**config.mk**
```make
export PLATFORM = sky130hd
export DESIGN_NAME = fsq_host
export DESIGN_NICKNAME = d
export VERILOG_FILES = /design/src/inc/fsq_pkg.sv /design/src/core/fsq_host.sv
export SDC_FILE = /design/constraint.sdc
export NUM_CORES = 1
export LEC_CHECK = 0
export BUFFER_PORTS_ARGS = -buffer_cell sky130_fd_sc_hd__buf_4
export CAP_MARGIN = 40
export CORE_MARGIN = 3
export CORE_UTILIZATION = 29
export DETAILED_ROUTE_END_ITERATION = 7
export PLACE_DENSITY_LB_ADDON = 0.12
export SYNTH_ARGS = -nofsm -noshare
export SYNTH_HDL_FRONTEND = slang
export SYNTH_SLANG_ARGS = --single-unit
```
**constraint.sdc**
```tcl
create_clock -name hclk -period 3.5 [get_ports hclk]
set_input_delay 0.7 -clock hclk [delete_from_list [all_inputs] [get_ports hclk]]
set_output_delay 0.7 -clock hclk [all_outputs]
set_load 0.02 [all_outputs]
```
**src/inc/fsq_pkg.sv**
```systemverilog
/*
  constants, types and the command-sequence table of the flash sequencer host.
  assumes a 40 MHz hclk and a 16-bit flash data bus with 22 address pins.
*/
package fsq_pkg;
  // clock and timing, each time in its own unit
  localparam int CLK_MHZ     = 40;
  localparam int T_WP_NS     = 35;    // write strobe low, least
  localparam int T_WPH_NS    = 30;    // write strobe high, least
  localparam int T_ACC_NS    = 70;    // read access, least
  localparam int T_RP_NS     = 500;   // hardware reset pulse, least
  localparam int T_RH_NS     = 50;    // recovery after reset, least
  localparam int T_BUSY_NS   = 90;    // strobe to ready_busy_n low, least
  localparam int T_SE_WIN_US = 80;    // sector-erase wait window, longest
  localparam int WP_CYC   = (T_WP_NS * CLK_MHZ + 999) / 1000;
  localparam int WPH_CYC  = (T_WPH_NS * CLK_MHZ + 999) / 1000;
  localparam int ACC_CYC  = (T_ACC_NS * CLK_MHZ + 999) / 1000;
  localparam int RP_CYC   = (T_RP_NS * CLK_MHZ + 999) / 1000;
  localparam int RH_CYC   = (T_RH_NS * CLK_MHZ + 999) / 1000;
  localparam int BUSY_CYC = (T_BUSY_NS * CLK_MHZ + 999) / 1000;
  localparam int WIN_CYC  = T_SE_WIN_US * CLK_MHZ;
  // register offsets
  localparam logic [7:0] OFS_CTRL   = 8'h00;
  localparam logic [7:0] OFS_ADDR   = 8'h04;
  localparam logic [7:0] OFS_WDATA  = 8'h08;
  localparam logic [7:0] OFS_STATUS = 8'h0C;
  localparam logic [31:0] CTRL_RST  = 32'h0000_0100;
  // field positions
  localparam int CT_BW = 8;
  localparam int CT_ACC = 9;
  localparam int ST_CTL_BUSY = 0;
  localparam int ST_RDY = 1;
  localparam int ST_BYP = 2;
  localparam int ST_SEC = 3;
  localparam int ST_WIN = 4;
  localparam int ST_ERR = 5;
  localparam int ST_ACC = 6;
  localparam int ST_OP_LSB = 8;
  localparam int ST_RD_LSB = 16;
  // unlock addresses in word and byte mode
  localparam logic [21:0] UA1_W = 22'h00_0555;
  localparam logic [21:0] UA2_W = 22'h00_02AA;
  localparam logic [21:0] UA1_B = 22'h00_0AAA;
  localparam logic [21:0] UA2_B = 22'h00_0555;
  // command data codes
  localparam logic [15:0] D_UNL1 = 16'h00AA;
  localparam logic [15:0] D_UNL2 = 16'h0055;
  localparam logic [15:0] D_PROG = 16'h00A0;
  localparam logic [15:0] D_ERASE = 16'h0080;
  localparam logic [15:0] D_CHIP = 16'h0010;
  localparam logic [15:0] D_SECT = 16'h0030;
  localparam logic [15:0] D_BYP = 16'h0020;
  localparam logic [15:0] D_X90 = 16'h0090;
  localparam logic [15:0] D_X00 = 16'h0000;
  localparam logic [15:0] D_RESET = 16'h00F0;
  localparam logic [15:0] D_SUSP = 16'h00B0;
  localparam logic [15:0] D_SEC_IN = 16'h0088;

  typedef enum logic [3:0] {C_READ, C_RESET, C_PROG, C_BYP_ENTER, C_BYP_PROG, C_BYP_EXIT,
    C_CHIP_ERASE, C_SECT_ERASE, C_SECT_ADD, C_SUSPEND, C_SEC_ENTER, C_SEC_EXIT,
    C_HW_RESET} fsq_cmd_t;
  typedef enum logic [1:0] {OP_NONE, OP_PROG, OP_CHIP, OP_SECT} fsq_op_t;

  // flash-side pins, all driven from flops
  typedef struct packed {
    logic [21:0] addr;
    logic [15:0] dq;
    logic        dq_oe;
    logic        ce_n;
    logic        we_n;
    logic        oe_n;
    logic        reset_n;
    logic        byte_word_select;
    logic        accel_hv_en;
  } fsq_pins_t;
  localparam fsq_pins_t PINS_RST = '{addr: '0, dq: '0, dq_oe: 1'b0, ce_n: 1'b1, we_n: 1'b1,
    oe_n: 1'b1, reset_n: 1'b1, byte_word_select: 1'b1, accel_hv_en: 1'b0};

  // one write cycle of a sequence
  typedef struct packed {
    logic [21:0] addr;
    logic [15:0] data;
    logic        last;
  } fsq_step_t;

  // step idx of command c; bw high selects word-mode unlock addresses
  function automatic fsq_step_t fsq_step(fsq_cmd_t c, logic [2:0] idx, logic bw,
                                         logic [21:0] ta, logic [15:0] td);
    fsq_step_t s;
    logic [21:0] u1;
    logic [21:0] u2;
    u1 = bw ? UA1_W : UA1_B;
    u2 = bw ? UA2_W : UA2_B;
    s  = '{addr: u1, data: D_UNL1, last: 1'b0};
    if (idx == 3'd1 || idx == 3'd4) begin
      s.addr = u2;
      s.data = D_UNL2;
    end
    case (c)
      C_RESET:     s = '{addr: ta, data: D_RESET, last: 1'b1};
      C_SUSPEND:   s = '{addr: ta, data: D_SUSP, last: 1'b1};
      C_SECT_ADD:  s = '{addr: ta, data: D_SECT, last: 1'b1};
      C_BYP_PROG:  s = (idx == 3'd0) ? fsq_step_t'{addr: ta, data: D_PROG, last: 1'b0}
                                     : fsq_step_t'{addr: ta, data: td, last: 1'b1};
      C_BYP_EXIT:  s = (idx == 3'd0) ? fsq_step_t'{addr: ta, data: D_X90, last: 1'b0}
                                     : fsq_step_t'{addr: ta, data: D_X00, last: 1'b1};
      C_PROG:      if (idx == 3'd2) s.data = D_PROG;
                   else if (idx == 3'd3) s = '{addr: ta, data: td, last: 1'b1};
      C_BYP_ENTER: if (idx == 3'd2) s = '{addr: u1, data: D_BYP, last: 1'b1};
      C_SEC_ENTER: if (idx == 3'd2) s = '{addr: u1, data: D_SEC_IN, last: 1'b1};
      C_SEC_EXIT:  if (idx == 3'd2) s.data = D_X90;
                   else if (idx == 3'd3) s = '{addr: ta, data: D_X00, last: 1'b1};
      C_CHIP_ERASE, C_SECT_ERASE: begin
        if (idx == 3'd2) s.data = D_ERASE;
        else if (idx == 3'd5 && c == C_CHIP_ERASE) s = '{addr: u1, data: D_CHIP, last: 1'b1};
        else if (idx == 3'd5) s = '{addr: ta, data: D_SECT, last: 1'b1};
      end
      default:     s.last = 1'b1;
    endcase
    return s;
  endfunction : fsq_step
endpackage : fsq_pkg

```
**src/core/fsq_host.sv**
```systemverilog
/*
  host-side sequencer for a multi-bank nor flash: takes orders over an ahb-lite
  slave and plays the documented write-cycle sequences on the flash pins.
  assumes flash inputs are synchronous to hclk and one ahb master.
*/
// Added by the designer: the register offsets and the AHB-Lite interface to the registers.
// What this block does
// - secure region entered by three, left by four
// - program is two unlocks, set-up, address/data
// - hardware reset aborts; reissue after read mode
// - unlock bypass: two unlocks then 20h
// - bypass program is A0h then address/data
// - bypass exit is bank 90h then 00h
// - accel voltage only during accelerated programming
// - chip erase is six cycles ending 10h
// - sector erase six cycles, sector address, 30h
// - more sectors only within 80 us window
// - suspend B0h only for sector erase
`timescale 1ns/100ps
module fsq_host
  import fsq_pkg::*;
(
  input  wire logic              hclk,
  input  wire logic              hresetn,
  input  wire logic              hsel,
  input  wire logic [31:0]       haddr,
  input  wire logic [1:0]        htrans,
  input  wire logic              hwrite,
  input  wire logic [2:0]        hsize,
  input  wire logic              hready,
  input  wire logic [31:0]       hwdata,
  output logic      [31:0]       hrdata,
  output logic                   hreadyout,
  output logic                   hresp,
  output fsq_pkg::fsq_pins_t     flash_pins,
  input  wire logic [15:0]       flash_dq_i,
  input  wire logic              ready_busy_n
);
  import fsq_pkg::*;

  typedef enum logic [2:0] {S_IDLE, S_WR_LOW, S_WR_HIGH, S_RD, S_SETTLE, S_ACC_WAIT,
    S_RST_LOW, S_RST_REC} fsq_state_t;

  // bus-side state
  logic        ap_wr_q,  ap_wr_d;       // write pending for data phase
  logic [7:0]  ap_ofs_q, ap_ofs_d;      // latched word offset
  logic [31:0] ctrl_q,   ctrl_d;        // last order
  logic [21:0] addr_q,   addr_d;        // target address
  logic [15:0] wdata_q,  wdata_d;       // program data
  logic        go_q,     go_d;          // one-cycle launch pulse
  logic        eclr_q,   eclr_d;        // error clear pulse
  logic [31:0] rdata_q,  rdata_d;       // hrdata flop

  // sequencer state
  fsq_state_t  st_q,   st_d;
  fsq_cmd_t    cmd_q,  cmd_d;
  logic [2:0]  idx_q,  idx_d;           // step within sequence
  logic [11:0] cnt_q,  cnt_d;           // phase timer
  logic [11:0] win_q,  win_d;           // sector-erase window timer
  fsq_op_t     op_q,   op_d;            // operation the flash runs
  logic        byp_q,  byp_d;           // bank in unlock bypass
  logic        sec_q,  sec_d;           // secure region mapped
  logic        err_q,  err_d;           // sticky refused-order flag
  logic [15:0] rd_q,   rd_d;            // last word read from flash
  fsq_pins_t   pins_q, pins_d;

  fsq_cmd_t    ord;                     // order in ctrl register
  fsq_step_t   stp;                     // current step's cycle
  logic        legal;                   // order may go now
  logic [31:0] status;

  assign ord = fsq_cmd_t'(ctrl_q[3:0]);

  // true when the decoded phase count has elapsed
  function automatic logic done_at(logic [11:0] c, int n);
    return c == 12'(n - 1);
  endfunction : done_at

  // status word from live state
  always_comb begin
    status = '0;
    status[ST_CTL_BUSY] = (st_q != S_IDLE);
    status[ST_RDY] = ready_busy_n;
    status[ST_BYP] = byp_q;
    status[ST_SEC] = sec_q;
    status[ST_WIN] = (win_q != 12'h000);
    status[ST_ERR] = err_q;
    status[ST_ACC] = pins_q.accel_hv_en;
    status[ST_OP_LSB +: 2] = op_q;
    status[ST_RD_LSB +: 16] = rd_q;
  end

  // ahb-lite slave: zero wait states, read data prepared in the address phase
  always_comb begin
    ap_wr_d  = 1'b0;
    ap_ofs_d = ap_ofs_q;
    ctrl_d   = ctrl_q;
    addr_d   = addr_q;
    wdata_d  = wdata_q;
    go_d     = 1'b0;
    eclr_d   = 1'b0;
    rdata_d  = rdata_q;
    if (ap_wr_q) begin
      case (ap_ofs_q)
        OFS_CTRL: begin
          ctrl_d = hwdata;
          go_d   = 1'b1;
        end
        OFS_ADDR:   addr_d  = hwdata[21:0];
        OFS_WDATA:  wdata_d = hwdata[15:0];
        OFS_STATUS: eclr_d  = hwdata[ST_ERR];
        default:    ;                   // unmapped writes are dropped
      endcase
    end
    if (hsel && htrans[1] && hready) begin
      ap_wr_d  = hwrite;
      ap_ofs_d = {haddr[7:2], 2'b00};   // hsize ignored: word access only
      case ({haddr[7:2], 2'b00})
        OFS_CTRL:   rdata_d = ctrl_q;
        OFS_ADDR:   rdata_d = {10'h000, addr_q};
        OFS_WDATA:  rdata_d = {16'h0000, wdata_q};
        OFS_STATUS: rdata_d = status;
        default:    rdata_d = '0;
      endcase
    end
  end

  always_ff @(posedge hclk or negedge hresetn) begin
    if (!hresetn) begin
      ap_wr_q  <= 1'b0;
      ap_ofs_q <= 8'h00;
      ctrl_q   <= CTRL_RST;
      addr_q   <= 22'h00_0000;
      wdata_q  <= 16'h0000;
      go_q     <= 1'b0;
      eclr_q   <= 1'b0;
      rdata_q  <= 32'h0000_0000;
    end else begin
      ap_wr_q  <= ap_wr_d;
      ap_ofs_q <= ap_ofs_d;
      ctrl_q   <= ctrl_d;
      addr_q   <= addr_d;
      wdata_q  <= wdata_d;
      go_q     <= go_d;
      eclr_q   <= eclr_d;
      rdata_q  <= rdata_d;
    end
  end

  // the host keeps the device's ignore rules by refusing instead of sending
  always_comb begin
    logic busy;
    logic win;
    logic byp;
    busy = !ready_busy_n;
    win  = (win_q != 12'h000);
    byp  = byp_q | ctrl_q[CT_ACC];
    case (ord)
      C_HW_RESET, C_READ: legal = 1'b1;
      C_SUSPEND:   legal = (op_q == OP_SECT) && (win || busy);
      C_SECT_ADD:  legal = (op_q == OP_SECT) && win;
      C_BYP_PROG:  legal = byp && !busy;
      C_BYP_EXIT:  legal = byp_q && !busy;
      C_SEC_ENTER: legal = !byp && !busy && !win;
      default:     legal = !byp && (!busy || win);
    endcase
  end

  assign stp = fsq_step(cmd_q, idx_q, pins_q.byte_word_select, addr_q, wdata_q);

  // sequencer: plays write cycles, reads, and the hardware reset pulse
  always_comb begin
    fsq_step_t s0;
    fsq_step_t s1;                      // next step of the running sequence
    s0     = fsq_step(ord, 3'd0, ctrl_q[CT_BW], addr_q, wdata_q);
    s1     = fsq_step(cmd_q, idx_q + 3'd1, pins_q.byte_word_select, addr_q, wdata_q);
    st_d   = st_q;
    cmd_d  = cmd_q;
    idx_d  = idx_q;
    cnt_d  = cnt_q + 12'h001;
    win_d  = (win_q != 12'h000) ? win_q - 12'h001 : win_q;
    op_d   = op_q;
    byp_d  = byp_q;
    sec_d  = sec_q;
    err_d  = err_q & ~eclr_q;
    rd_d   = rd_q;
    pins_d = pins_q;
    // the flash ends its own algorithm; host only watches ready_busy_n
    if (st_q == S_IDLE && ready_busy_n && win_q == 12'h000) op_d = OP_NONE;
    case (st_q)
      S_IDLE: begin
        if (go_q && legal) begin
          cmd_d = ord;
          idx_d = 3'd0;
          cnt_d = 12'h000;
          pins_d.byte_word_select = ctrl_q[CT_BW];
          if (ord != C_SECT_ADD && ord != C_SUSPEND && ord != C_READ && ord != C_HW_RESET
              && win_q != 12'h000) begin
            win_d = 12'h000;
            op_d  = OP_NONE;
          end
          if (ord == C_HW_RESET) begin
            pins_d.reset_n = 1'b0;
            pins_d.accel_hv_en = 1'b0;
            st_d = S_RST_LOW;
          end else if (ord == C_READ) begin
            pins_d.addr  = addr_q;
            pins_d.dq_oe = 1'b0;
            pins_d.ce_n  = 1'b0;
            pins_d.oe_n  = 1'b0;
            st_d = S_RD;
          end else begin
            pins_d.addr  = s0.addr;
            pins_d.dq    = s0.data;
            pins_d.dq_oe = 1'b1;
            pins_d.ce_n  = 1'b0;
            pins_d.we_n  = 1'b0;
            pins_d.accel_hv_en = (ord == C_BYP_PROG) && ctrl_q[CT_ACC];
            if (ord == C_SUSPEND) win_d = 12'h000;
            st_d = S_WR_LOW;
          end
        end else if (go_q) begin
          err_d = 1'b1;                 // refused order; set wins over clear
        end
      end
      S_WR_LOW: begin
        if (done_at(cnt_q, WP_CYC)) begin
          pins_d.we_n = 1'b1;           // data latched on this rising edge
          pins_d.ce_n = 1'b1;
          cnt_d = 12'h000;
          st_d  = S_WR_HIGH;
        end
      end
      S_WR_HIGH: begin
        if (done_at(cnt_q, WPH_CYC)) begin
          cnt_d = 12'h000;
          if (!stp.last) begin
            idx_d = idx_q + 3'd1;
            pins_d.addr = s1.addr;
            pins_d.dq   = s1.data;
            pins_d.ce_n = 1'b0;
            pins_d.we_n = 1'b0;
            st_d = S_WR_LOW;
          end else begin
            pins_d.dq_oe = 1'b0;
            st_d = S_IDLE;
            case (cmd_q)
              C_PROG, C_BYP_PROG: begin
                op_d = OP_PROG;
                st_d = S_SETTLE;
              end
              C_CHIP_ERASE: begin
                op_d = OP_CHIP;
                st_d = S_SETTLE;
              end
              C_SECT_ERASE, C_SECT_ADD: begin
                op_d  = OP_SECT;
                win_d = 12'(WIN_CYC);
                st_d  = S_SETTLE;
              end
              C_SUSPEND:   op_d  = OP_NONE;
              C_BYP_ENTER: byp_d = 1'b1;
              C_BYP_EXIT:  byp_d = 1'b0;
              C_SEC_ENTER: sec_d = 1'b1;
              C_SEC_EXIT:  sec_d = 1'b0;
              C_RESET:     op_d  = OP_NONE;
              default:     ;
            endcase
          end
        end
      end
      S_SETTLE: begin
        // ready_busy_n is not valid until the device has had time to drop it
        if (done_at(cnt_q, BUSY_CYC)) st_d = pins_q.accel_hv_en ? S_ACC_WAIT : S_IDLE;
      end
      S_ACC_WAIT: begin
        if (ready_busy_n) begin
          pins_d.accel_hv_en = 1'b0;
          st_d = S_IDLE;
        end
      end
      S_RD: begin
        if (done_at(cnt_q, ACC_CYC)) begin
          rd_d = flash_dq_i;            // array data or polling/toggle bits
          pins_d.ce_n = 1'b1;
          pins_d.oe_n = 1'b1;
          st_d = S_IDLE;
        end
      end
      S_RST_LOW: begin
        if (done_at(cnt_q, RP_CYC)) begin
          pins_d.reset_n = 1'b1;
          cnt_d = 12'h000;
          st_d  = S_RST_REC;
        end
      end
      S_RST_REC: begin
        if (done_at(cnt_q, RH_CYC)) begin
          op_d  = OP_NONE;
          win_d = 12'h000;
          byp_d = 1'b0;
          sec_d = 1'b0;
          st_d  = S_IDLE;
        end
      end
      default: st_d = S_IDLE;
    endcase
  end

  always_ff @(posedge hclk or negedge hresetn) begin
    if (!hresetn) begin
      st_q   <= S_IDLE;
      cmd_q  <= C_READ;
      idx_q  <= 3'd0;
      cnt_q  <= 12'h000;
      win_q  <= 12'h000;
      op_q   <= OP_NONE;
      byp_q  <= 1'b0;
      sec_q  <= 1'b0;
      err_q  <= 1'b0;
      rd_q   <= 16'h0000;
      pins_q <= PINS_RST;
    end else begin
      st_q   <= st_d;
      cmd_q  <= cmd_d;
      idx_q  <= idx_d;
      cnt_q  <= cnt_d;
      win_q  <= win_d;
      op_q   <= op_d;
      byp_q  <= byp_d;
      sec_q  <= sec_d;
      err_q  <= err_d;
      rd_q   <= rd_d;
      pins_q <= pins_d;
    end
  end

  assign flash_pins = pins_q;
  assign hrdata     = rdata_q;
  assign hreadyout  = 1'b1;
  assign hresp      = 1'b0;
endmodule : fsq_host

```
==> flow_metrics.tcl <==
set metrics [dict create \
    track_usage 0.172 \
    yosysTopAreaCell "dfrtp_1" \
    crit_fanout 19 \
    cts_buffers 26 \
    dp.final_hpwl_mm 25.5 \
    layout-drive-gt1-share 0.288 \
    ios 170 \
    insertion_delay_ps 540 \
    relSlewSlack 0.479 \
    tritoncts "done" \
    postRouteAntennaNets 0 \
    layout_min_cycle_time_ps 3180 \
    grt_setup_unrepaired "no" \
    synth_warnings 0 \
    setup_viol 0 \
    core_um2 36900 \
    post_cts_buffers 0 \
    clock-sinks 211 \
    grt_max_degree 67 \
    dr.pass1.iters 5 \
    num_rows 70 \
    setup_tns_ps 0 \
    grt_pass1_vias 9088 \
    initial_core_util 0.297 \
    die_x_um 200 \
    drt_wl_total_mm 35.1 \
    worstSetupPathType "reg2reg" \
    start_kind "flip-flop" \
    final_hold_viol_count 0 \
    cts_root_buffer "clkbuf_16" \
    crit_required_ps 3910 \
    gr-total-overflow 0 \
    fmax_ghz 0.315 \
    status "complete, no violations" \
    h-tree-depth 1 \
    synthCells 1085 \
    fin_nets 1329 \
    die-area_um2 40100 \
    fillCellCount 3742 \
    synth_flop_cell "dfrtp_1" \
    tightestPinTransition_ps 781 \
    synth_top_area_share 0.469 \
    hp-class "in2async" \
    dr.first_iter.drc_count 553 \
    slew_viol_final 0 \
    final_area_um2 13600 \
    max_cap_viol_count 0 \
    drt-vias-per-instance 5.06 \
    grt_first_pass_wirelength_mm 55.3 \
    routedWlPerCell_um 20.0 \
    place_area_um2 12700 \
    p_leak_uw 0.00606 \
    drcViolationCount 0 \
    antenna_found_initial 0 \
    synth_seq_cells 211 \
    postCtsHoldBufs 0 \
    synth_area_leaders "dfrtp_1 (47%), mux2_2 (9.6%), nand2_1 (4.3%)" \
    gp_congestion 0.896 \
    synth_enable_flop_cells 0 \
    end_kind "flip-flop" \
    skew_ps 13.0 \
    ir_drop_uv 293 \
    synth.distinct_cells 76 \
    crit_arrival_ps 3580 \
    avgSynthCellArea_um2 10.1 \
    ys_seq_area_frac 0.483 \
    die_y_um 200 \
    port_buffers 137 \
    syn_nets 1188 \
    vias 8847 \
    cellPowerDensity_nw_per_um2 623 \
    synthArstFlopShare 1.00 \
    syn_area_um2 10900 \
    clk_pin_slew_worst_paths_ps 60 \
    clk_path_buf_depth 3 \
    ctsResizeCount 0 \
    syn_to_final_growth_pct 24.6 \
    period_share 0.908 \
]
state kept, by name, indices dropped and copies added, names as in the netlist:
| name | cells |
|---|---|
| flash_pins | 45 |
| st_q | 3 |
| ctrl_q | 32 |
| ap_ofs_q | 6 |
| wdata_q | 16 |
| err_q | 1 |
| go_q | 1 |
| byp_q | 1 |
| win_q | 12 |
| rd_q | 16 |
| ap_wr_q | 1 |
| hrdata | 32 |
| sec_q | 1 |
| addr_q | 22 |
| idx_q | 3 |
| eclr_q | 1 |
| cmd_q | 4 |
| op_q | 2 |
| cnt_q | 12 |
metrics by stage:
step | total power [µW] | cells | worst slack, ps | util | hold slack (ps)
floorplan | 4770 | 1085 | 335 | - | 404
global placement | 5660 | 1700 | 450 | 0.344 | 426
detailed placement | 5670 | 1702 | 381 | 0.345 | 425
CTS | 8610 | 1749 | 370 | 0.370 | 90.6
global route | 9010 | 1749 | 149 | 0.370 | 115
finish | 8490 | 1750 | 320 | 0.370 | 93.3
layer usage:
layer / share of wire / vias to the layer above / global-route usage / routed length, µm
met3: 0.065 / 47 / 0.0423 / 2270
li1: - / 4201 / - / -
met1: 0.46 / 4375 / 0.242 / 16300
met5: 0 / - / 0 / 0
met2: 0.45 / 224 / 0.268 / 15700
met4: 0.024 / 0 / 0.0424 / 853
path summary, 6_finish.rpt:
path                                              end  slack, ps                  from  cells after the start
min in group hclk             wdata_q[10]$_DFFE_PN0P_        390            hwdata[10]                      3
max in group asynchronous     ap_ofs_q[5]$_DFFE_PN0P_       2490               hresetn                      2
setup reg to reg           flash_pins[30]$_DFFE_PN0P_        320  idx_q[0]$_DFFE_PN0P_                     11
hold reg to reg                       err_q$_DFF_PN0_        430      eclr_q$_DFF_PN0_                      1
setup / recovery           flash_pins[30]$_DFFE_PN0P_        320  idx_q[0]$_DFFE_PN0P_                     11
hold / removal                 hrdata[25]$_DFFE_PN0P_         90               hresetn                      1
report_power, final:
part / switching, µW / internal (µW)
Combinational: 1410 / 1020
Clock: 1090 / 1790
Sequential: 369 / 2820
layout make-up:
class	count	area (µm²)	area share
antenna	1	2.50	0.000183
clock buffer	36	748	0.0549
clock inverter	11	173	0.0127
inverter	30	113	0.00826
multi-input combinational	773	5270	0.387
sequential	211	5290	0.388
tap	504	631	0.0462
timing repair buffer	184	1410	0.104
synth_stat cells, types with 6 or more instances:
master and instances:
dfrtp_1 205, nand2_1 125, mux2_2 93, nor2_1 79
o21ai_0 75, a21oi_1 65, clkbuf_1 51, inv_1 29
nand3_1 28, a22o_1 22, nor3_1 19, o31ai_1 19
a22oi_1 17, nand2b_1 15, mux2i_1 14, nor2b_1 14
ha_1 12, nor4_1 11, xnor2_1 11, xor2_1 11
buf_1 9, mux4_2 8, o21ai_1 8, a31oi_1 7
o22a_1 7, and2_1 6, buf_2 6, dfstp_2 6
nand4_1 6, o21a_1 6, o22ai_1 6
worst max-delay path, stage by stage, from the launching register on:
cell	delay, ps
dfrtp_1	450
ha_1	240
ha_1	300
buf_4	210
or4bb_1	520
o221ai_1	190
o31ai_1	120
o31ai_1	450
o41ai_1	150
clkdlybuf4s15_2	270
nand2_1	80
a2bb2oi_1	60
logic make-up after synthesis:
family                   share of synthesized area
AND/OR/NAND/NOR                              0.148
other                                     0.000686
buffers and inverters                       0.0370
AO/OA/AOI/OAI                                0.176
flip-flops                                   0.483
adder cells (fa/ha/maj)                     0.0137
multiplexers                                 0.125
XOR/XNOR                                    0.0176
cell usage in the layout (no fill, tap or decap), types with 4 or more instances in the layout:
| cell type | n |
|---|---|
| bufinv_16 | 4 |
| o21ai_0 | 75 |
| o22ai_1 | 6 |
| o211ai_1 | 5 |
| a32oi_1 | 5 |
| mux4_2 | 8 |
| o21ai_1 | 8 |
| and2_1 | 6 |
| nand2_1 | 125 |
| mux2_2 | 93 |
| dfrtp_1 | 205 |
| a21o_1 | 5 |
| nor2b_1 | 14 |
| clkbuf_8 | 6 |
| a2bb2oi_1 | 5 |
| clkbuf_1 | 4 |
| clkinv_2 | 4 |
| mux2i_1 | 14 |
| nand2b_1 | 15 |
| a22o_1 | 22 |
| xnor2_1 | 11 |
| o31ai_1 | 19 |
| inv_1 | 29 |
| a21oi_1 | 65 |
| nor3_1 | 18 |
| nand3_1 | 27 |
| a22oi_1 | 17 |
| ha_1 | 12 |
| or3_1 | 5 |
| nor4_1 | 11 |
| o22a_1 | 7 |
| o21a_1 | 6 |
| nor2_1 | 78 |
| dfstp_2 | 6 |
| a31oi_1 | 7 |
| clkbuf_16 | 26 |
| xor2_1 | 11 |
| buf_4 | 180 |
| nand4_1 | 6 |
(Power assumes the default switching activity.)
